**src/verilog/seq_defines.svh**
```systemverilog
// Offsets, field positions, reset values and timing counts of the sequencer pair.
// Assumes a 100 MHz core clock; included by the sequencer, rail and host controller files.
`ifndef SEQ_DEFINES_SVH
`define SEQ_DEFINES_SVH

// Clock rate
`define CLK_MHZ 100

// Reset-state ramp time-out, in microseconds, and its cycle count
`define RESET_TIMEOUT_US 1000
`define RESET_TIMEOUT_CYC (`RESET_TIMEOUT_US * `CLK_MHZ)

// Least spacing of sync frequency steps, and largest step
`define SYNC_STEP_US 50
`define SYNC_STEP_CYC (`SYNC_STEP_US * `CLK_MHZ)
`define SYNC_STEP_MAX_KHZ 12'h0064

// Internal spread band: 1790, 2398 and 2100 kHz
`define SPREAD_MIN_KHZ 12'h06FE
`define SPREAD_MAX_KHZ 12'h095E
`define SPREAD_CENTER_KHZ 12'h0834
`define SPREAD_SPAN 10'h0261
`define SPREAD_FOLD 10'h0200
`define SPREAD_HOP_US 1
`define SPREAD_HOP_CYC (`SPREAD_HOP_US * `CLK_MHZ)
`define LFSR_RST 10'h001

// Spread limits in percent of nominal
`define SPREAD_WARN_PCT 17
`define SPREAD_ERR_PCT 20
`define SYNC_LO_KHZ 12'(32'h0834 * (100 - `SPREAD_WARN_PCT) / 100)
`define SYNC_HI_KHZ 12'(32'h0834 * (100 + `SPREAD_WARN_PCT) / 100)

// Clock status field positions
`define SECOND_FLAG_BIT 4
`define BOOST_FLAG_BIT 6
`define CLK_STAT_RST 8'h00

// Host register offsets
`define OFS_CMD 8'h00
`define OFS_STATUS 8'h04
`define OFS_CFG 8'h08
`define OFS_CLK_STAT 8'h0C
`define OFS_SYNC 8'h10

// Command and configuration bits
`define CMD_SECOND_EN_BIT 0
`define CMD_BOOST_EN_BIT 1
`define CMD_MON_TEST_BIT 2
`define CMD_GO_ACTIVE_BIT 3
`define CFG_MON_DIS_BIT 0
`define CFG_SPREAD_BIT 1
`define CFG_SYNC_BIT 2
`define CFG_RST 3'h0
`define ERR_CNT_RST 4'h0

`endif

```
**src/verilog/power_seq_pkg.sv**
```systemverilog
// Types shared by the sequencer and its host controller.
// Assumes nothing of its surroundings.
package power_seq_pkg;
  typedef enum logic [2:0] {
    ST_OFF    = 3'h0,
    ST_RESET  = 3'h1,
    ST_DIAG   = 3'h2,
    ST_ACTIVE = 3'h3,
    ST_SAFE   = 3'h4
  } seq_state_t;
endpackage

```
**src/verilog/seq_link_if.sv**
```systemverilog
// Link between the fail-safe sequencer and its host controller.
// Assumes both ends run on the same core clock.
`timescale 1ns/1ps
interface seq_link_if;
  import power_seq_pkg::*;
  seq_state_t  state;
  logic [7:0]  clk_stat;
  logic [7:0]  flag_clr;
  logic        irq_n;
  logic        host_reset_n;
  logic [3:0]  err_count;
  logic        second_en_set;
  logic        boost_en_set;
  logic        mon_dis;
  logic        mon_test_req;
  logic        mon_busy;
  logic        mon_fail;
  logic        go_active;
  logic        spread_wr;
  logic        spread_val;
  logic        spread_on;
  logic        sync_drive;
  logic [11:0] sync_freq_khz;

  modport device (
    output state, clk_stat, irq_n, host_reset_n, err_count, mon_busy, mon_fail, spread_on,
    input  flag_clr, second_en_set, boost_en_set, mon_dis, mon_test_req, go_active,
    input  spread_wr, spread_val, sync_drive, sync_freq_khz
  );
  modport host (
    input  state, clk_stat, irq_n, host_reset_n, err_count, mon_busy, mon_fail, spread_on,
    output flag_clr, second_en_set, boost_en_set, mon_dis, mon_test_req, go_active,
    output spread_wr, spread_val, sync_drive, sync_freq_khz
  );
endinterface
```
**src/verilog/fail_safe_seq.sv**
```systemverilog
// Fail-safe sequencer for switching-clock faults on the second buck and boost rails.
// Assumes monitor, self-test and rail levels arrive synchronous to core_clk.
// Behaviour
// - Second rail clock fault: flag, disable, SAFE
// - Second rail reset source: UV enters RESET
// - Restart second rail when discharged, clocks good
// - Self-test after restart, no reset condition
// - Self-test fail: SAFE, OFF at threshold
// - Second rail ramp time-out goes OFF
// - Not reset source: stay SAFE, host enables
// - Boost clock fault: flag, disable, SAFE
// - Boost reset source: UV enters RESET
// - Restart boost when discharged, clock good
// - Self-test after boost restart
// - Boost ramp time-out goes OFF
// - Boost not reset source: host enables
// - Host may disable monitoring in SAFE
// - Host-commanded monitor test in SAFE
// - External or internal spread, strap selected
// - Host spaces sync steps, limits size
// - VCO until reset high, then sync
// - Internal spread band 1790 to 2398 kHz
// - Spread stays within 17 percent
// - Spread off at power-up, enable in DIAGNOSTIC
// - Spread cleared by OFF, kept in RESET
// - Second rail flag at bit 4
// - Boost flag at bit 6
`timescale 1ns/1ps
`include "seq_defines.svh"
module fail_safe_seq
  import power_seq_pkg::*;
#(
  parameter int RESET_TO_CYC = `RESET_TIMEOUT_CYC,
  parameter int HOP_CYC      = `SPREAD_HOP_CYC
) (
  // Clock and reset
  input  wire logic       core_clk,
  input  wire logic       rstn,
  // Host link
  seq_link_if.device      link,
  // Straps and configuration
  input  wire logic       strap_ext_mod,
  input  wire logic       second_rst_src,
  input  wire logic       boost_rst_src,
  input  wire logic [3:0] err_threshold,
  input  wire logic       power_up,
  // Clock monitors
  input  wire logic       osc_good,
  input  wire logic       second_clk_fault,
  input  wire logic       boost_clk_fault,
  input  wire logic       sync_good,
  input  wire logic       pll_good,
  // Rail levels
  input  wire logic       second_uv,
  input  wire logic       second_restart_ok,
  input  wire logic       boost_uv,
  input  wire logic       boost_restart_ok,
  // Self-tests
  input  wire logic       selftest_done,
  input  wire logic       selftest_pass,
  input  wire logic       mon_test_done,
  input  wire logic       mon_test_pass,
  // Rail and test controls
  output logic            second_rail_en,
  output logic            boost_rail_en,
  output logic            rail_discharge_en,
  output logic            selftest_start,
  output logic            mon_test_start,
  output logic [11:0]     sw_freq_khz,
  output logic            drive_enable_irq_n,
  output logic            host_reset_out_n
);
  seq_state_t  st_q;
  seq_state_t  st_d;
  logic [7:0]  flag_q;
  logic [3:0]  err_q;
  logic        sec_raw_q;
  logic        bst_raw_q;
  logic        st_run_q;
  logic        mon_busy_q;
  logic        mon_fail_q;
  logic        spread_q;
  logic        irq_q;
  logic        host_reset_out_n_q;
  logic [9:0]  lfsr_q;
  logic [6:0]  hop_q;
  logic [11:0] freq_q;
  logic        sec_to;
  logic        bst_to;
  logic        sec_en;
  logic        bst_en;

  // Operating states and monitor gating
  wire in_off    = (st_q == ST_OFF);
  wire in_reset  = (st_q == ST_RESET);
  wire in_safe   = (st_q == ST_SAFE);
  wire in_diag   = (st_q == ST_DIAG);
  wire operating = ~in_off;
  wire mon_on    = ~link.mon_dis;

  wire sec_raw = second_clk_fault & osc_good & mon_on & operating;
  wire sec_ev  = sec_raw & ~sec_raw_q;
  wire bst_raw = boost_clk_fault & osc_good & mon_on & operating;
  wire bst_ev  = bst_raw & ~bst_raw_q;
  wire any_ev  = sec_ev | bst_ev;

  wire rst_cond = (second_rst_src & second_uv) | (boost_rst_src & boost_uv);
  // self-test once rails up and no reset condition
  wire st_go   = in_reset & sec_en & bst_en & ~second_uv & ~boost_uv & ~rst_cond & ~st_run_q;
  wire st_fail = st_run_q & selftest_done & ~selftest_pass;
  wire st_ok   = st_run_q & selftest_done & selftest_pass;
  wire err_hit = ({1'b0, err_q} + 5'h01) >= {1'b0, err_threshold};
  wire err_inc = (any_ev | st_fail) & (err_q != 4'hF);

  // host enables only when not a reset source
  wire sec_host_en = link.second_en_set & in_safe & ~second_rst_src;
  wire bst_host_en = link.boost_en_set & in_safe & ~boost_rst_src;

  wire [7:0] flag_set = ({7'h00, sec_ev} << `SECOND_FLAG_BIT) | ({7'h00, bst_ev} << `BOOST_FLAG_BIT);
  wire [7:0] flag_d   = (flag_q & ~link.flag_clr) | flag_set;

  // second rail clocks: sync, PLL and own monitor
  wire sec_clk_good = sync_good & pll_good & ~second_clk_fault;
  wire bst_clk_good = ~boost_clk_fault;

  wire [9:0]  fold      = (lfsr_q >= `SPREAD_SPAN) ? lfsr_q - `SPREAD_FOLD : lfsr_q;
  wire [11:0] rand_freq = `SPREAD_MIN_KHZ + {2'h0, fold};
  // free-running VCO until reset high and sync present
  wire        use_sync  = link.sync_drive & host_reset_out_n_q & sync_good;
  // strap selects external or internal spread
  wire [11:0] ext_freq  = use_sync ? link.sync_freq_khz : `SPREAD_CENTER_KHZ;
  wire [11:0] int_freq  = spread_q ? rand_freq : `SPREAD_CENTER_KHZ;
  wire [11:0] freq_sel  = strap_ext_mod ? ext_freq : int_freq;
  wire [11:0] freq_lim  = (freq_sel < `SYNC_LO_KHZ) ? `SYNC_LO_KHZ :
                          (freq_sel > `SYNC_HI_KHZ) ? `SYNC_HI_KHZ : freq_sel;
  wire        hop       = (hop_q == 7'(HOP_CYC - 1));

  // Next state
  always_comb begin
    st_d = st_q;
    case (st_q)
      ST_OFF: begin
        if (power_up) begin
          st_d = ST_RESET;
        end
      end
      ST_RESET: begin
        if (sec_to | bst_to) begin
          st_d = ST_OFF;
        end else if (any_ev) begin
          st_d = ST_SAFE;
        end else if (st_fail) begin
          st_d = err_hit ? ST_OFF : ST_SAFE;
        end else if (st_ok) begin
          st_d = ST_DIAG;
        end
      end
      ST_DIAG, ST_ACTIVE: begin
        if (any_ev) begin
          st_d = ST_SAFE;
        end else if (rst_cond) begin
          st_d = ST_RESET;
        end else if (in_diag & link.go_active) begin
          st_d = ST_ACTIVE;
        end
      end
      ST_SAFE: begin
        if (rst_cond) begin
          st_d = ST_RESET;
        end
      end
      default: begin
        st_d = ST_OFF;
      end
    endcase
  end

  // Sequencer registers
  always_ff @(posedge core_clk) begin
    if (!rstn) begin
      st_q      <= ST_OFF;
      flag_q    <= `CLK_STAT_RST;
      err_q     <= `ERR_CNT_RST;
      sec_raw_q <= 1'b0;
      bst_raw_q <= 1'b0;
      st_run_q  <= 1'b0;
      irq_q     <= 1'b0;
      host_reset_out_n_q    <= 1'b0;
    end else begin
      st_q      <= st_d;
      flag_q    <= flag_d;
      sec_raw_q <= sec_raw;
      bst_raw_q <= bst_raw;
      err_q     <= err_inc ? err_q + 4'h1 : err_q;
      st_run_q  <= (st_run_q & ~selftest_done & in_reset) | st_go;
      // interrupt pin low while flags stand
      irq_q     <= |flag_d;
      host_reset_out_n_q    <= (st_d == ST_DIAG) | (st_d == ST_ACTIVE) | (st_d == ST_SAFE);
    end
  end

  // Monitor test and spread enable
  always_ff @(posedge core_clk) begin
    if (!rstn) begin
      mon_busy_q <= 1'b0;
      mon_fail_q <= 1'b0;
      spread_q   <= 1'b0;
    end else begin
      if (mon_busy_q & mon_test_done) begin
        mon_busy_q <= 1'b0;
        mon_fail_q <= ~mon_test_pass;
      end else if (link.mon_test_req & in_safe & ~mon_busy_q) begin
        mon_busy_q <= 1'b1;
        mon_fail_q <= 1'b0;
      end
      // spread written in DIAGNOSTIC, cleared in OFF
      if (in_off) begin
        spread_q <= 1'b0;
      end else if (link.spread_wr & in_diag) begin
        spread_q <= link.spread_val;
      end
    end
  end

  // Switching frequency
  always_ff @(posedge core_clk) begin
    if (!rstn) begin
      lfsr_q <= `LFSR_RST;
      hop_q  <= 7'h00;
      freq_q <= `SPREAD_CENTER_KHZ;
    end else begin
      hop_q  <= hop ? 7'h00 : hop_q + 7'h01;
      lfsr_q <= hop ? {lfsr_q[8:0], lfsr_q[9] ^ lfsr_q[6]} : lfsr_q;
      freq_q <= freq_lim;
    end
  end

  rail_recovery #(.TO_CYC(RESET_TO_CYC)) u_second (
    .core_clk    (core_clk),
    .rstn        (rstn),
    .in_off      (in_off),
    .in_reset    (in_reset),
    .fault_ev    (sec_ev),
    .host_en     (sec_host_en),
    .restart_ok  (second_restart_ok),
    .clocks_good (sec_clk_good),
    .uv          (second_uv),
    .en_q        (sec_en),
    .timeout     (sec_to)
  );

  rail_recovery #(.TO_CYC(RESET_TO_CYC)) u_boost (
    .core_clk    (core_clk),
    .rstn        (rstn),
    .in_off      (in_off),
    .in_reset    (in_reset),
    .fault_ev    (bst_ev),
    .host_en     (bst_host_en),
    .restart_ok  (boost_restart_ok),
    .clocks_good (bst_clk_good),
    .uv          (boost_uv),
    .en_q        (bst_en),
    .timeout     (bst_to)
  );

  // Outputs
  assign second_rail_en     = sec_en;
  assign boost_rail_en      = bst_en;
  assign rail_discharge_en  = 1'b0;
  assign selftest_start     = st_run_q;
  assign mon_test_start     = mon_busy_q;
  assign sw_freq_khz        = freq_q;
  assign drive_enable_irq_n = ~irq_q;
  assign host_reset_out_n   = host_reset_out_n_q;
  assign link.state         = st_q;
  assign link.clk_stat      = flag_q;
  assign link.irq_n         = ~irq_q;
  assign link.host_reset_n  = host_reset_out_n_q;
  assign link.err_count     = err_q;
  assign link.mon_busy      = mon_busy_q;
  assign link.mon_fail      = mon_fail_q;
  assign link.spread_on     = spread_q;
endmodule

```
**src/verilog/rail_recovery.sv**
```systemverilog
// Enable and ramp time-out of one switched rail.
// Assumes the sequencer supplies its state and qualified fault event.
`timescale 1ns/1ps
`include "seq_defines.svh"
module rail_recovery
  import power_seq_pkg::*;
#(
  parameter int TO_CYC = `RESET_TIMEOUT_CYC
) (
  // Clock and reset
  input  wire logic core_clk,
  input  wire logic rstn,
  // Sequencer view
  input  wire logic in_off,
  input  wire logic in_reset,
  input  wire logic fault_ev,
  input  wire logic host_en,
  // Rail view
  input  wire logic restart_ok,
  input  wire logic clocks_good,
  input  wire logic uv,
  output logic      en_q,
  output logic      timeout
);
  localparam int CW = $clog2(TO_CYC + 1);
  logic [CW-1:0] cnt_q;
  logic [CW-1:0] cnt_d;

  wire restart = in_reset & ~en_q & restart_ok & clocks_good;
  wire ramping = in_reset & en_q & uv;
  assign cnt_d = ramping ? cnt_q + 1'b1 : '0;
  assign timeout = ramping & (cnt_q == CW'(TO_CYC - 1));

  always_ff @(posedge core_clk) begin
    if (!rstn) begin
      en_q  <= 1'b0;
      cnt_q <= '0;
    end else begin
      cnt_q <= cnt_d;
      if (in_off | fault_ev) begin
        en_q <= 1'b0;
      end else if (restart | host_en) begin
        en_q <= 1'b1;
      end
    end
  end
endmodule

```
**src/flat_wrapper.sv**
```systemverilog
// flat-port wrapper written by rule: the top's interface ports become plain ports
module fail_safe_seq_flat import power_seq_pkg::*;
#(
  parameter int RESET_TO_CYC = `RESET_TIMEOUT_CYC,
  parameter int HOP_CYC      = `SPREAD_HOP_CYC
)
  (core_clk, rstn, strap_ext_mod, second_rst_src, boost_rst_src, err_threshold, power_up, osc_good, second_clk_fault, boost_clk_fault, sync_good, pll_good, second_uv, second_restart_ok, boost_uv, boost_restart_ok, selftest_done, selftest_pass, mon_test_done, mon_test_pass, second_rail_en, boost_rail_en, rail_discharge_en, selftest_start, mon_test_start, sw_freq_khz, drive_enable_irq_n, host_reset_out_n, link_state, link_clk_stat, link_irq_n, link_host_reset_n, link_err_count, link_mon_busy, link_mon_fail, link_spread_on, link_flag_clr, link_second_en_set, link_boost_en_set, link_mon_dis, link_mon_test_req, link_go_active, link_spread_wr, link_spread_val, link_sync_drive, link_sync_freq_khz);
  seq_link_if link_i ();
  input  wire logic core_clk;
  input  wire logic rstn;
  input  wire logic strap_ext_mod;
  input  wire logic second_rst_src;
  input  wire logic boost_rst_src;
  input  wire logic [3:0] err_threshold;
  input  wire logic power_up;
  input  wire logic osc_good;
  input  wire logic second_clk_fault;
  input  wire logic boost_clk_fault;
  input  wire logic sync_good;
  input  wire logic pll_good;
  input  wire logic second_uv;
  input  wire logic second_restart_ok;
  input  wire logic boost_uv;
  input  wire logic boost_restart_ok;
  input  wire logic selftest_done;
  input  wire logic selftest_pass;
  input  wire logic mon_test_done;
  input  wire logic mon_test_pass;
  output logic second_rail_en;
  output logic boost_rail_en;
  output logic rail_discharge_en;
  output logic selftest_start;
  output logic mon_test_start;
  output logic [11:0] sw_freq_khz;
  output logic drive_enable_irq_n;
  output logic host_reset_out_n;
  output wire logic [$bits(link_i.state)-1:0] link_state;
  output wire logic [$bits(link_i.clk_stat)-1:0] link_clk_stat;
  output wire logic [$bits(link_i.irq_n)-1:0] link_irq_n;
  output wire logic [$bits(link_i.host_reset_n)-1:0] link_host_reset_n;
  output wire logic [$bits(link_i.err_count)-1:0] link_err_count;
  output wire logic [$bits(link_i.mon_busy)-1:0] link_mon_busy;
  output wire logic [$bits(link_i.mon_fail)-1:0] link_mon_fail;
  output wire logic [$bits(link_i.spread_on)-1:0] link_spread_on;
  input wire logic [$bits(link_i.flag_clr)-1:0] link_flag_clr;
  input wire logic [$bits(link_i.second_en_set)-1:0] link_second_en_set;
  input wire logic [$bits(link_i.boost_en_set)-1:0] link_boost_en_set;
  input wire logic [$bits(link_i.mon_dis)-1:0] link_mon_dis;
  input wire logic [$bits(link_i.mon_test_req)-1:0] link_mon_test_req;
  input wire logic [$bits(link_i.go_active)-1:0] link_go_active;
  input wire logic [$bits(link_i.spread_wr)-1:0] link_spread_wr;
  input wire logic [$bits(link_i.spread_val)-1:0] link_spread_val;
  input wire logic [$bits(link_i.sync_drive)-1:0] link_sync_drive;
  input wire logic [$bits(link_i.sync_freq_khz)-1:0] link_sync_freq_khz;
  assign link_state = link_i.state;
  assign link_clk_stat = link_i.clk_stat;
  assign link_irq_n = link_i.irq_n;
  assign link_host_reset_n = link_i.host_reset_n;
  assign link_err_count = link_i.err_count;
  assign link_mon_busy = link_i.mon_busy;
  assign link_mon_fail = link_i.mon_fail;
  assign link_spread_on = link_i.spread_on;
  assign link_i.flag_clr = link_flag_clr;
  assign link_i.second_en_set = link_second_en_set;
  assign link_i.boost_en_set = link_boost_en_set;
  assign link_i.mon_dis = link_mon_dis;
  assign link_i.mon_test_req = link_mon_test_req;
  assign link_i.go_active = link_go_active;
  assign link_i.spread_wr = link_spread_wr;
  assign link_i.spread_val = link_spread_val;
  assign link_i.sync_drive = link_sync_drive;
  assign link_i.sync_freq_khz = link_sync_freq_khz;
  fail_safe_seq #(.RESET_TO_CYC(RESET_TO_CYC), .HOP_CYC(HOP_CYC)) u_core (.core_clk(core_clk), .rstn(rstn), .link(link_i), .strap_ext_mod(strap_ext_mod), .second_rst_src(second_rst_src), .boost_rst_src(boost_rst_src), .err_threshold(err_threshold), .power_up(power_up), .osc_good(osc_good), .second_clk_fault(second_clk_fault), .boost_clk_fault(boost_clk_fault), .sync_good(sync_good), .pll_good(pll_good), .second_uv(second_uv), .second_restart_ok(second_restart_ok), .boost_uv(boost_uv), .boost_restart_ok(boost_restart_ok), .selftest_done(selftest_done), .selftest_pass(selftest_pass), .mon_test_done(mon_test_done), .mon_test_pass(mon_test_pass), .second_rail_en(second_rail_en), .boost_rail_en(boost_rail_en), .rail_discharge_en(rail_discharge_en), .selftest_start(selftest_start), .mon_test_start(mon_test_start), .sw_freq_khz(sw_freq_khz), .drive_enable_irq_n(drive_enable_irq_n), .host_reset_out_n(host_reset_out_n));
endmodule
```
**config.mk**
```make
export PLATFORM = sky130hd
export DESIGN_NAME = fail_safe_seq_flat
export DESIGN_NICKNAME = d
export VERILOG_FILES = /design/src/verilog/power_seq_pkg.sv /design/src/verilog/seq_link_if.sv /design/src/verilog/fail_safe_seq.sv /design/src/verilog/rail_recovery.sv /design/src/flat_wrapper.sv
export VERILOG_INCLUDE_DIRS = /design/src /design/src/verilog
export SDC_FILE = /design/constraint.sdc
export NUM_CORES = 1
export LEC_CHECK = 0
export BUFFER_PORTS_ARGS = -buffer_cell sky130_fd_sc_hd__clkbuf_2
export CAP_MARGIN = 20
export CELL_PAD_IN_SITES_DETAIL_PLACEMENT = 0
export CELL_PAD_IN_SITES_GLOBAL_PLACEMENT = 1
export CORE_MARGIN = 1
export CORE_UTILIZATION = 36
export DETAILED_ROUTE_END_ITERATION = 16
export PLACE_DENSITY = 0.86
export SLEW_MARGIN = 10
export SYNTH_ARGS = -nofsm -noshare
export SYNTH_HDL_FRONTEND = slang
export SYNTH_SLANG_ARGS = --single-unit
```
**constraint.sdc**
```tcl
create_clock -name core_clk -period 2.1 [get_ports core_clk]
set_input_delay 0.42 -clock core_clk [delete_from_list [all_inputs] [get_ports core_clk]]
set_output_delay 0.42 -clock core_clk [all_outputs]
set_load 0.01 [all_outputs]
```
# Word-level counts from Yosys, hierarchy flattened
# Index checks and enable logic that the tools add are counted.
word_totals:
  regBits: 88
  inputBits: 51
  output_inout_bits: 39
classes:
  n_addsub: 7
  order_cmp: 4
  n_eq_ne: 11
  muxes: 19
  n_bitwise: 82
  reduce_logical: 12
op_table:
  columns: ["operator", "count"]
  rows:
  - ["two-way mux 12 bit", 5]
  - ["bitwise AND 1 bit", 46]
  - ["adder 17 x 1 -> 17 bit (second input constant)", 2]
  - ["equality test 17 bit (second input constant)", 2]
  - ["two-way mux 3 bit", 10]
  - ["NOT 1 bit", 20]
  - ["OR reduction 2 bit", 7]
  - ["adder 11 x 10 -> 12 bit (first input constant)", 1]
  - ["equality test 3 x 2 -> 1 bit (second input constant)", 4]
  - ["> comparator 12 bit (second input constant)", 1]
  - ["less-than comparator 12 x 11 -> 1 bit (second input constant)", 1]
  - ["case mux 3 bit (4 select lines)", 1]
  - ["OR 1 bit", 11]
  - ["greater-or-equal comparator 10 bit (second input constant)", 1]
  - ["two-way mux 10 bit", 1]
  - ["subtractor 10 bit (second input constant)", 1]
  - ["bitwise AND 8 bit", 1]
  - ["NOT 8 bit", 1]
  - ["OR 8 bit", 1]
  - ["OR reduction 8 bit", 1]
  - ["adder 7 x 1 -> 7 bit (second input constant)", 1]
  - ["equality test 7 bit (second input constant)", 1]
  - ["OR 5 x 7 -> 7 bit", 1]
  - ["equality test 3 bit (second input constant)", 2]
  - ["other kinds (10)", 12]

# Longest topological paths before layout
# Gate-level depths: netlist of run 1.
depth:
  ltp_word: 11
  depth_mapped: 9

# Cells and area by module
# A second synthesis of run 1 with hierarchy kept.
unflattened:
  cells_unflattened: 491
  area_unflattened_um2: 4276.6
modules_own_cells:
  columns: ["module", "n_inst", "cells_per_inst", "area_per_inst_um2", "seq_area_each_um2"]
  rows:
  - ["fail_safe_seq", 1, 303, 2605.0, 1041.0]
  - ["rail_recovery", 2, 94, 835.8, 360.3]

# Least setup slack after synthesis of run 1
# Ideal clock, no wire load.
synth_timing:
  path_kind: "register to register"
  start: "register u_core.lfsr_q[1]"
  end: "register u_core.freq_q[0], in the netlist u_core.sw_freq_khz[0]"
  setup_time_ns: 0.074
  arrival_time_ns: 2.094
  required_time_ns: 2.026
  slack_ns: -0.068
  path_stages_with_launch: 9
  n_path_buf: 0
  period_less_slack_ns: 2.168
  cell_sequence: "dfxtp_1 -> inv_1 -> ha_1 -> nor3b_1 -> a31oi_1 -> o311ai_1 -> a21oi_2 -> or2_4 -> a31oi_1"
synth_between:
  elab_chain_len: 8
  word_cells_on_any_way: 10
  cone_classes: "add/sub (2); order compare (3); mux (5)"
synth_lines:
  columns: ["item", "line", "rtl"]
  rows:
  - ["start, declared", "fail_safe_seq.sv:85", "logic [9:0] lfsr_q;"]
  - ["start signal, assigned", "fail_safe_seq.sv:228", "lfsr_q <= `LFSR_RST;"]
  - ["start signal, assigned", "fail_safe_seq.sv:233", "lfsr_q <= hop ? {lfsr_q[8:0], lfsr_q[9] ^ lfsr_q[6]} : lfsr_q;"]
  - ["subtractor 10 bit (no line) / greater-or-equal comparator 10 bit (equally long branches)", null, null]
  - ["two-way mux 10 bit *", "fail_safe_seq.sv:126", "wire [9:0] fold = (lfsr_q >= `SPREAD_SPAN) ? lfsr_q - `SPREAD_FOLD : lfsr_q;"]
  - ["adder 11 x 10 -> 12 bit (no line) *", null, null]
  - ["two-way mux 12 bit (no line) *", null, null]
  - ["two-way mux 12 bit *", "fail_safe_seq.sv:133", "wire [11:0] freq_sel = strap_ext_mod ? ext_freq : int_freq;"]
  - ["> comparator 12 bit (no line)", null, null]
  - ["two-way mux 12 bit", "fail_safe_seq.sv:135", "(freq_sel > `SYNC_HI_KHZ) ? `SYNC_HI_KHZ : freq_sel;"]
  - ["two-way mux 12 bit *", "fail_safe_seq.sv:134", "wire [11:0] freq_lim = (freq_sel < `SYNC_LO_KHZ) ? `SYNC_LO_KHZ :"]
  - ["end signal, assigned", "fail_safe_seq.sv:230", "freq_q <= `SPREAD_CENTER_KHZ;"]
  - ["end signal, assigned", "fail_safe_seq.sv:234", "freq_q <= freq_lim;"]
  - ["end, declared", "fail_safe_seq.sv:87", "logic [11:0] freq_q;"]
# Mark *: on every way between the ends. The rest lies on a longest branch, timed or not.
# A chain may end at the register's enable or synchronous reset.

# Worst setup path in the final report of run 1
layout_timing:
  start: "register u_core.lfsr_q[1]"
  end: "register u_core.freq_q[4], in the netlist u_core.sw_freq_khz[4]"
# Same word-level chain as after synthesis.

==> flow_summary.toml, run 1 <==
[grt]
antenna_found_initial = 0
grt_usage = 0.174
grtUsageMet3 = 0.0398
grt_pass1_vias = 3619
grt.overflow.total = 0
grtUsageMet1 = 0.210
top_usage_layer = "met2"
grt_pass1_wl_um = 16200
grt_max_degree = 20
use_met2 = 0.296

[routing]
drt_wl_total_um = 9950
viasPerCell = 5.13
ant_nets = 0
first_iter_violations = 208
dr.pass1.iters = 4
wl_per_cell_um = 13.5
drc = 0
num_vias = 3775

[layout]
multi_input_area_mm2 = 0.00224
drive_gt1_frac = 0.273
syn2layout_area_growth_pct = 28.8
num_antenna_cells = 0
finalNetCount = 651
final_cell_area_mm2 = 0.00525
regArea_mm2 = 0.00177
n_fill_cell = 1078
finish.utilization = 0.480

[hold_path]
hold_path_class = "in2reg"

[run]
cap_violations = 0

[worst_setup_path]
cpLargestDelayFamily = "simple AND/OR/NAND/NOR gates"
end_kind = "register"
cp_slowest_cell = "or4_4"
start_kind = "register"
path_cells = "or4_4 -> or4_4 -> nand3_4 -> o311ai_1 -> a21oi_2 -> buf_4 -> nor2_1 -> a31oi_1"
cp.required_ps = 2370
critPathMostFrequentCell = "or4_4"
path_buf_inv = 1
crit_fanout = 4
critPathArrivalTime_ps = 2410
cp_slowest_stage_delay_ps = 560
critical_path_class = "reg2reg"

[sta]
grt_setup_unrepaired = "yes"
fmax_ghz = 0.467
tns_ps = -220
tightest_slew_ps = 648
finalHoldViolCount = 0
drv_slew = 0
layout_setup_ws_ps = -40.8
setup_viol = 9
skew_ps = 6.54
period_minus_slack_ps = 2140
slew_headroom = 0.564
fin_crit_sh = 1.02

[power_and_ir_drop]
ir_worst_vdd_v = 0.000351
p_per_area_mw_per_mm2 = 664
p_leak_nw = 2.13

[clock_network]
cts.htree.levels = 3
clk_latency_ps = 340
hold_buffers = 0
cts_root_buf = "clkbuf_16"
cts_tree = "yes"
clk_pin_slew_ps = 70
clockBufferDepth = 2
cts_buffers = 9
clock-sinks = 88

[placed_design]
postPlaceCellArea_mm2 = 0.00480
gp_congestion = 0.905
dp.final_hpwl_um = 7600
buffer_ports.inserted = 88

[synth]
synthArstFlopShare = 0
synthTopCellsByArea = "dfxtp_1, nor2_1, xor2_1, nand2_1, nand3_1"
synth.top_cell.area_share = 0.432
synth.top_cells.by_count = "dfxtp_1, nor2_1, nand2_1, nand3_1"
synth_seq_area_share = 0.432
syn_avg_cell_area_um2 = 8.51
synth_seq_cells = 88
synth.distinct_cells = 60
syn_inst = 479
synth_area_mm2 = 0.00408
yosys.area.top_type = "dfxtp_1"
synth_edf_count = 0
synth_fp_nets = 539
yosys_warnings = 0
synth.most_common_cell = "dfxtp_1"
synth_flop_cell = "dfxtp_1"

[status]
failed_checks = "setup timing"
outcome = "finished, violations left"

[floorplanning]
die_w_um = 108
dieArea_mm2 = 0.0118
initial_core_util = 0.373
die_h_um = 108
top_level_ports = 90
core_area_mm2 = 0.0109
num_rows = 38
[area by class of cell]
class / instances / area share
multi-input cells: 347 / 0.426
flip-flops and latches: 88 / 0.336
repair buffers: 119 / 0.128
clock buffers: 9 / 0.0429
well taps: 140 / 0.0333
inverters: 26 / 0.0186
clock inverters: 7 / 0.0152
[worst reg2reg max path, stage by stage (launching register included)]
cell,delay [ps]
dfxtp_2,330
or4_4,560
or4_4,450
nand3_4,120
o311ai_1,120
a21oi_2,170
buf_4,140
nor2_1,60
a31oi_1,140
[state kept, by name (all words and copies together), names as in the netlist, 3 cells and up]
name,flops
u_core.u_boost.cnt_q,17
u_core.sw_freq_khz,12
u_core.link.state,3
u_core.lfsr_q,10
u_core.hop_q,7
u_core.u_second.cnt_q,17
u_core.link.err_count,4
u_core.link.clk_stat,8
[per-layer routing]
metal / up-vias / routed length (µm) / share of wire
met5: - / 0 / 0
met4: 0 / 263 / 0.026
met3: 19 / 472 / 0.047
met2: 85 / 4750 / 0.48
met1: 1778 / 4460 / 0.45
li1: 1893 / - / -
[stage by stage]
step / hold WS (ps) / setup slack (ps) / power, W / instances
5_1_grt: 259 / -129 / 0.00362 / 736
2_1_floorplan: 418 / 1.37 / 0.00180 / 479
3_5_place_dp: 443 / -113 / 0.00190 / 715
6_report: 262 / -40.8 / 0.00349 / 736
4_1_cts: 256 / -31.1 / 0.00352 / 735
3_3_place_gp: 432 / -32.2 / 0.00189 / 715
[worst paths after layout]
| path | start | end | slack (ps) | cells past startpoint |
|---|---|---|---|---|
| max | u_core.lfsr_q[1] | u_core.sw_freq_khz[4] | -40 | 8 |
| min | link_flag_clr[3] | u_core.link.clk_stat[3] | 260 | 2 |
| max reg2reg | u_core.lfsr_q[1] | u_core.sw_freq_khz[4] | -40 | 8 |
| min reg2reg | u_core.hop_q[0] | u_core.hop_q[0] | 450 | 1 |
[what timing repair did]
action / in CTS / in global routing
resized for setup: 11 / 11
buffers inserted: 4 / 1
endpoints found under the setup margin: 9 / 11
pin swaps: 4 / 6
[cell families (layout without fill, tap and decap cells)]
| logic type | Yosys count | after routing | share of synthesized area |
|---|---|---|---|
| simple gates | 219 | 219 | 0.266 |
| flops | 88 | 88 | 0.432 |
| compound gates | 72 | 72 | 0.125 |
| buf+inv | 44 | 161 | 0.0469 |
| xor+xnor | 36 | 36 | 0.0773 |
| mux | 10 | 10 | 0.0249 |
| fa+ha+maj | 9 | 9 | 0.0276 |
| other cells | 1 | 1 | 0.000920 |
[where the power goes]
group	leakage [nW]	internal, W	switching [W]	total (W)
Combinational	1.28	0.0000800	0.0000904	0.000170
Clock	0.143	0.000934	0.000692	0.00163
Sequential	0.711	0.00168	0.0000128	0.00169
[placed cells by master, fill, tap and decap left out, types with 9 or more instances in the layout]
master	Yosys	routed
nor3_1	13	13
inv_1	24	24
nand4_1	14	14
buf_4	7	31
nand2_1	37	37
clkbuf_16	0	9
dfxtp_1	88	85
a21oi_1	17	15
nand3_1	25	24
nor2_1	80	80
mux2i_1	9	9
xor2_1	24	24
xnor2_1	12	12
clkbuf_2	0	88
o21ai_0	14	13
(Power assumes the default switching activity.)
==> inputs of run 2 (changes only) <==
--- a/config.mk
+++ b/config.mk
@@ -14,6 +14,7 @@
 export CORE_UTILIZATION = 36
 export DETAILED_ROUTE_END_ITERATION = 16
 export PLACE_DENSITY = 0.86
+export REMOVE_ABC_BUFFERS = 1
 export SLEW_MARGIN = 10
 export SYNTH_ARGS = -nofsm -noshare
 export SYNTH_HDL_FRONTEND = slang
==> run 2 against run 1 <==
Net effect: the run still ends with setup timing left; non-clock buffer count is 11 higher; combinational power is 3% higher; clock power is 5% higher; clock skew is 0.80 ps higher; critical endpoint unchanged; largest cell class unchanged; largest power group is now clock; highest routed layer unchanged.
==> flow_summary.toml, run 2 (same netlist as run 1, synthesis figures left out) <==
[status]
outcome = "finished, violations left"
failed_checks = "setup timing"

[floorplanning]
dieArea_mm2 = 0.0118
top_level_ports = 90
die_w_um = 108
core_area_mm2 = 0.0109
die_h_um = 108
num_rows = 38
initial_core_util = 0.373

[placed_design]
place_inst = 723
dp.final_hpwl_um = 7700
buffer_ports.inserted = 88
dp_worst_setup_slack_ps = -151
gp_congestion = 0.877

[sta]
grt_setup_unrepaired = "yes"
layout_setup_ws_ps = -85.9
fmax_ghz = 0.457
setup_viol = 8
fin_crit_sh = 1.04
fin_hold_ws_ps = 270
finalHoldViolCount = 0
skew_ps = 7.34
slew_headroom = 0.526
period_minus_slack_ps = 2190
drv_slew = 0
tightest_slew_ps = 703

[clock_network]
hold_buffers = 0
cts_tree = "yes"
clock-sinks = 88
clk_latency_ps = 330
clk_pin_slew_ps = 60
cts.htree.levels = 3
cts_buffers = 9
clockBufferDepth = 2
cts_root_buf = "clkbuf_16"

[power_and_ir_drop]
p_seq_frac = 0.473
p_sw_w = 0.000734
ir_worst_vdd_v = 0.000472
p_leak_nw = 2.22
p_per_area_mw_per_mm2 = 661
p_sw_frac = 0.205
power.share.clock = 0.478
p_int_w = 0.00284
power_frac_comb = 0.049

[routing]
drt_wl_total_um = 10400
drc = 0
first_iter_violations = 203
num_vias = 3826
ant_nets = 0
viasPerCell = 5.12
dr.pass1.iters = 4
wl_per_cell_um = 13.9

[worst_setup_path]
endpoint = "u_core.sw_freq_khz[4]"
r2r-start = "u_core.lfsr_q[1]"
crit_fanout = 5
path_cells = "or4_4 -> or4_4 -> nand3_4 -> o311ai_4 -> a31oi_4 -> inv_2 -> a31oi_1"
critPathArrivalTime_ps = 2440
critical_path_class = "reg2reg"
cpLargestDelayFamily = "simple AND/OR/NAND/NOR gates"
path_buf_inv = 1
cp.depth = 7
cp_slowest_stage_delay_ps = 560
end_kind = "register"
start_kind = "register"
cp_slowest_cell = "or4_4"
cp.required_ps = 2350
startpoint = "u_core.lfsr_q[1]"
r2r_end = "u_core.sw_freq_khz[4]"
r2r_cells = 7
rrSetupSlack_ps = -90
critPathMostFrequentCell = "or4_4"

[layout]
layout_common_cells = "clkbuf_2, dfxtp_1, nor2_1"
finish.utilization = 0.494
syn2layout_area_growth_pct = 32.5
finalNetCount = 662
finalNonFillerCells = 747
num_antenna_cells = 0
drive_gt1_frac = 0.288
mostFrequentLayoutCell = "clkbuf_2"

[grt]
grt_usage = 0.178
top_usage_layer = "met2"
use_met2 = 0.310
grtUsageMet1 = 0.214
grt_pass1_wl_um = 16200
grt.overflow.total = 0
grtUsageMet3 = 0.0386
grt_max_degree = 20
grt_pass1_vias = 3518
antenna_found_initial = 0

[hold_path]
hold_path_class = "in2reg"

[run]
cap_violations = 0
[run 2: power groups by stage]
| stage | clock [W] | sequential, W | combinational (W) |
|---|---|---|---|
| 6_report | 0.00171 | 0.00169 | 0.000175 |
| 2_1_floorplan | 0 | 0.00173 | 0.0000653 |
| 3_5_place_dp | 0 | 0.00173 | 0.000171 |
| 3_3_place_gp | 0 | 0.00173 | 0.000168 |
| 4_1_cts | 0.00175 | 0.00169 | 0.000174 |
| 5_1_grt | 0.00182 | 0.00169 | 0.000192 |
[run 2: through the flow]
step	instance area [µm²]	setup TNS [ps]	total power [W]
CTS	5250	-135	0.00362
global route	5400	-1290	0.00370
finish	5400	-449	0.00357
global placement	4850	-441	0.00190
detailed placement	4850	-992	0.00190
floorplan	3980	-340	0.00179
[run 2: layout make-up]
cell class	count	area, µm²
Clock inverter	4	77.6
Sequential cell	88	1770
Tap cell	140	175
Inverter	26	97.6
Fill cell	1069	5530
Timing Repair Buffer	130	759
Clock buffer	12	246
Multi-Input combinational cell	347	2280
[run 2: per-layer routing]
metal,vias to the layer above,wire length (µm)
met3,18,407
met4,0,197
li1,1920,-
met5,-,0
met1,1782,4480
met2,106,5330
[run 2: how the worst min path moves through the flow]
stage	from	cells after the start	slack, ps	end
floorplan	u_core.hop_q[0]	1	420	u_core.hop_q[0]
detailed placement	u_core.hop_q[0]	1	460	u_core.hop_q[0]
CTS	link_flag_clr[3]	2	250	u_core.link.clk_stat[3]
global placement	u_core.hop_q[0]	1	430	u_core.hop_q[0]
finish	link_flag_clr[1]	2	270	u_core.link.clk_stat[1]
global route	link_flag_clr[3]	2	250	u_core.link.clk_stat[3]
[run 2: timing repair]
action,in CTS,in global routing
pin swaps,8,17
gates resized for setup,12,21
buffers inserted,1,8
setup endpoints to repair,9,11
==> inputs of run 3 (changes only) <==
--- a/config.mk
+++ b/config.mk
@@ -11,11 +11,13 @@
 export CELL_PAD_IN_SITES_DETAIL_PLACEMENT = 0
 export CELL_PAD_IN_SITES_GLOBAL_PLACEMENT = 1
 export CORE_MARGIN = 1
-export CORE_UTILIZATION = 36
+export CORE_UTILIZATION = 37
 export DETAILED_ROUTE_END_ITERATION = 16
-export PLACE_DENSITY = 0.86
+export GPL_TIMING_DRIVEN = 0
+export PLACE_DENSITY = 0.87
 export REMOVE_ABC_BUFFERS = 1
 export SLEW_MARGIN = 10
 export SYNTH_ARGS = -nofsm -noshare
 export SYNTH_HDL_FRONTEND = slang
+export SYNTH_HIERARCHICAL = 1
 export SYNTH_SLANG_ARGS = --single-unit
==> run 3 against run 2 <==
Net effect: largest cell class unchanged; via count up 3.8%; critical path type unchanged; power up 2.9%; critical path depth unchanged; cell count down 1.5%; sequential share of layout area down 0.64 points; the flow still finishes with violations (setup timing); critical endpoint is now u_core/sw_freq_khz[4]; clock power up 7%; non-clock buffer count down 22.
==> flow_summary.toml, run 3 <==
[status]
outcome = "finished, violations left"
failed_checks = "setup timing"

[power_and_ir_drop]
p_per_area_mw_per_mm2 = 658
ir_worst_vdd_v = 0.000526
p_leak_nw = 2.25

[routing]
wl_per_cell_um = 15.1
ant_nets = 0
drc = 0
viasPerCell = 5.40
first_iter_violations = 232
num_vias = 3973
drt_wl_total_um = 11100
dr.pass1.iters = 5

[placed_design]
dp_worst_setup_slack_ps = -798
dp.final_hpwl_um = 7890
buffer_ports.inserted = 88
gp_congestion = 0.835

[clock_network]
cts_root_buf = "clkbuf_16"
hold_buffers = 0
clock-sinks = 88
clk_latency_ps = 340
cts_tree = "yes"
clockBufferDepth = 2
cts_buffers = 9
cts.htree.levels = 3
clk_pin_slew_ps = 70

[worst_setup_path]
path_cells = "or4_4 -> o211ai_1 -> nand3_4 -> o311ai_4 -> a21oi_4 -> nand2b_4 -> a21o_1"
cp_slowest_stage_delay_ps = 560
critPathArrivalTime_ps = 2480
start_kind = "register"
end_kind = "register"
crit_fanout = 5
cp_slowest_cell = "or4_4"
cp.required_ps = 2330
critical_path_class = "reg2reg"

[synth]
synth_flop_cell = "dfxtp_1"
yosys.area.top_type = "dfxtp_1"
synthArstFlopShare = 0
synth.top_cell.area_share = 0.412
synth.top_cells.by_count = "dfxtp_1, nor2_1, nand2_1, a21oi_1, inv_1"
synthTopCellsByArea = "dfxtp_1, nor2_1, xnor2_1, nand2_1, a21oi_1"
synth_seq_cells = 88
yosys_warnings = 6
synth_seq_area_share = 0.412
synth.most_common_cell = "dfxtp_1"
synth.distinct_cells = 71
synth_area_mm2 = 0.00428
syn_avg_cell_area_um2 = 8.71
synth_edf_count = 0
syn_inst = 491

[layout]
syn2layout_area_growth_pct = 30.7
n_fill_cell = 1037
finish.utilization = 0.507
mostFrequentLayoutCell = "clkbuf_2"
drive_gt1_frac = 0.322
num_antenna_cells = 0
layout_common_cells = "clkbuf_2, dfxtp_1, nor2_1"
finalNetCount = 651

[sta]
fmax_ghz = 0.445
grt_setup_unrepaired = "yes"
layout_setup_ws_ps = -149
skew_ps = 6.60
setup_viol = 10
period_minus_slack_ps = 2250
slew_headroom = 0.300
finalHoldViolCount = 0
fin_crit_sh = 1.07
tns_ps = -787
tightest_slew_ps = 1050
drv_slew = 0

[floorplanning]
core_area_mm2 = 0.0110
die_h_um = 110
dieArea_mm2 = 0.0120
die_w_um = 110
top_level_ports = 90
initial_core_util = 0.388
num_rows = 38

[grt]
grt.overflow.total = 0
grt_pass1_vias = 3674
grt_pass1_wl_um = 17800
antenna_found_initial = 0
grt_usage = 0.192
grt_max_degree = 31

[run]
cap_violations = 0

[hold_path]
hold_path_class = "in2reg"
[run 3: cell count changes after synthesis, moves of 6 or more]
cell | before | now
xnor2_1 | 12 | 18
nor2_1 | 80 | 72
nor4_1 | 4 | 11
nand3_1 | 25 | 16
xor2_1 | 24 | 12
a21oi_1 | 17 | 24
[run 3: final cells by class]
type / instances / area (µm²) / area share
clock buffer: 9 / 225 / 0.0403
clock inverter: 7 / 120 / 0.0215
inverter: 24 / 90.1 / 0.0161
multi-input combinational: 360 / 2580 / 0.462
sequential: 88 / 1790 / 0.321
tap: 140 / 175 / 0.0313
timing repair buffer: 108 / 603 / 0.108
[run 3: cells by family after synthesis]
group,synth area share
AOI/OAI and AO/OA,0.142
xor gates and xnor gates,0.0614
adders and majority gates,0.0263
buffers and inverters,0.0433
DFF,0.412
muxes,0.0234
other,0.000877
and+or+nand+nor,0.291
[run 3: worst max-delay path, delay by kind of cell (launching register included)]
kind / cells / cell delay (ps)
simple gates: 3 / 870
compound gates: 4 / 890
flops: 1 / 370
[run 3: what timing repair did]
item                                    4_1_cts  5_1_grt
hold endpoints to repair                      0        0
endpoints found under the setup margin       49       16
gates resized for setup                      56       13
pin swaps                                     9        4
setup buffers                                 6       14
[run 3: through the flow]
| stage | instances | area [µm²] | total power (W) | hold WS (ps) |
|---|---|---|---|---|
| detailed placement | 700 | 4800 | 0.00188 | 450 |
| CTS | 722 | 5400 | 0.00371 | 242 |
| floorplan | 472 | 4180 | 0.00179 | 413 |
| global route | 736 | 5590 | 0.00380 | 247 |
| global placement | 700 | 4800 | 0.00187 | 424 |
| finish | 736 | 5590 | 0.00368 | 255 |
[run 3: per-layer routing]
layer | track usage | wire length (µm)
met4 | 0.0705 | 199
met1 | 0.243 | 5060
met5 | 0 | 0
met2 | 0.324 | 5310
met3 | 0.0373 | 577
[run 3: worst paths after layout]
path                                 from                       to  slack [ps]  cells past startpoint
setup reg to reg         u_core/lfsr_q[1]    u_core/sw_freq_khz[4]        -150                      7
setup / recovery         u_core/lfsr_q[1]    u_core/sw_freq_khz[4]        -150                      7
hold reg to reg   u_core/u_boost/cnt_q[0]  u_core/u_boost/cnt_q[0]         450                      1
hold / removal           link_flag_clr[5]  u_core/link.clk_stat[5]         260                      2
[run 3: power by group]
group / switching [W] / internal [W]
clock: 0.000663 / 0.00116
combinational: 0.0000887 / 0.0000785
sequential: 0.0000111 / 0.00167
total: 0.000763 / 0.00291
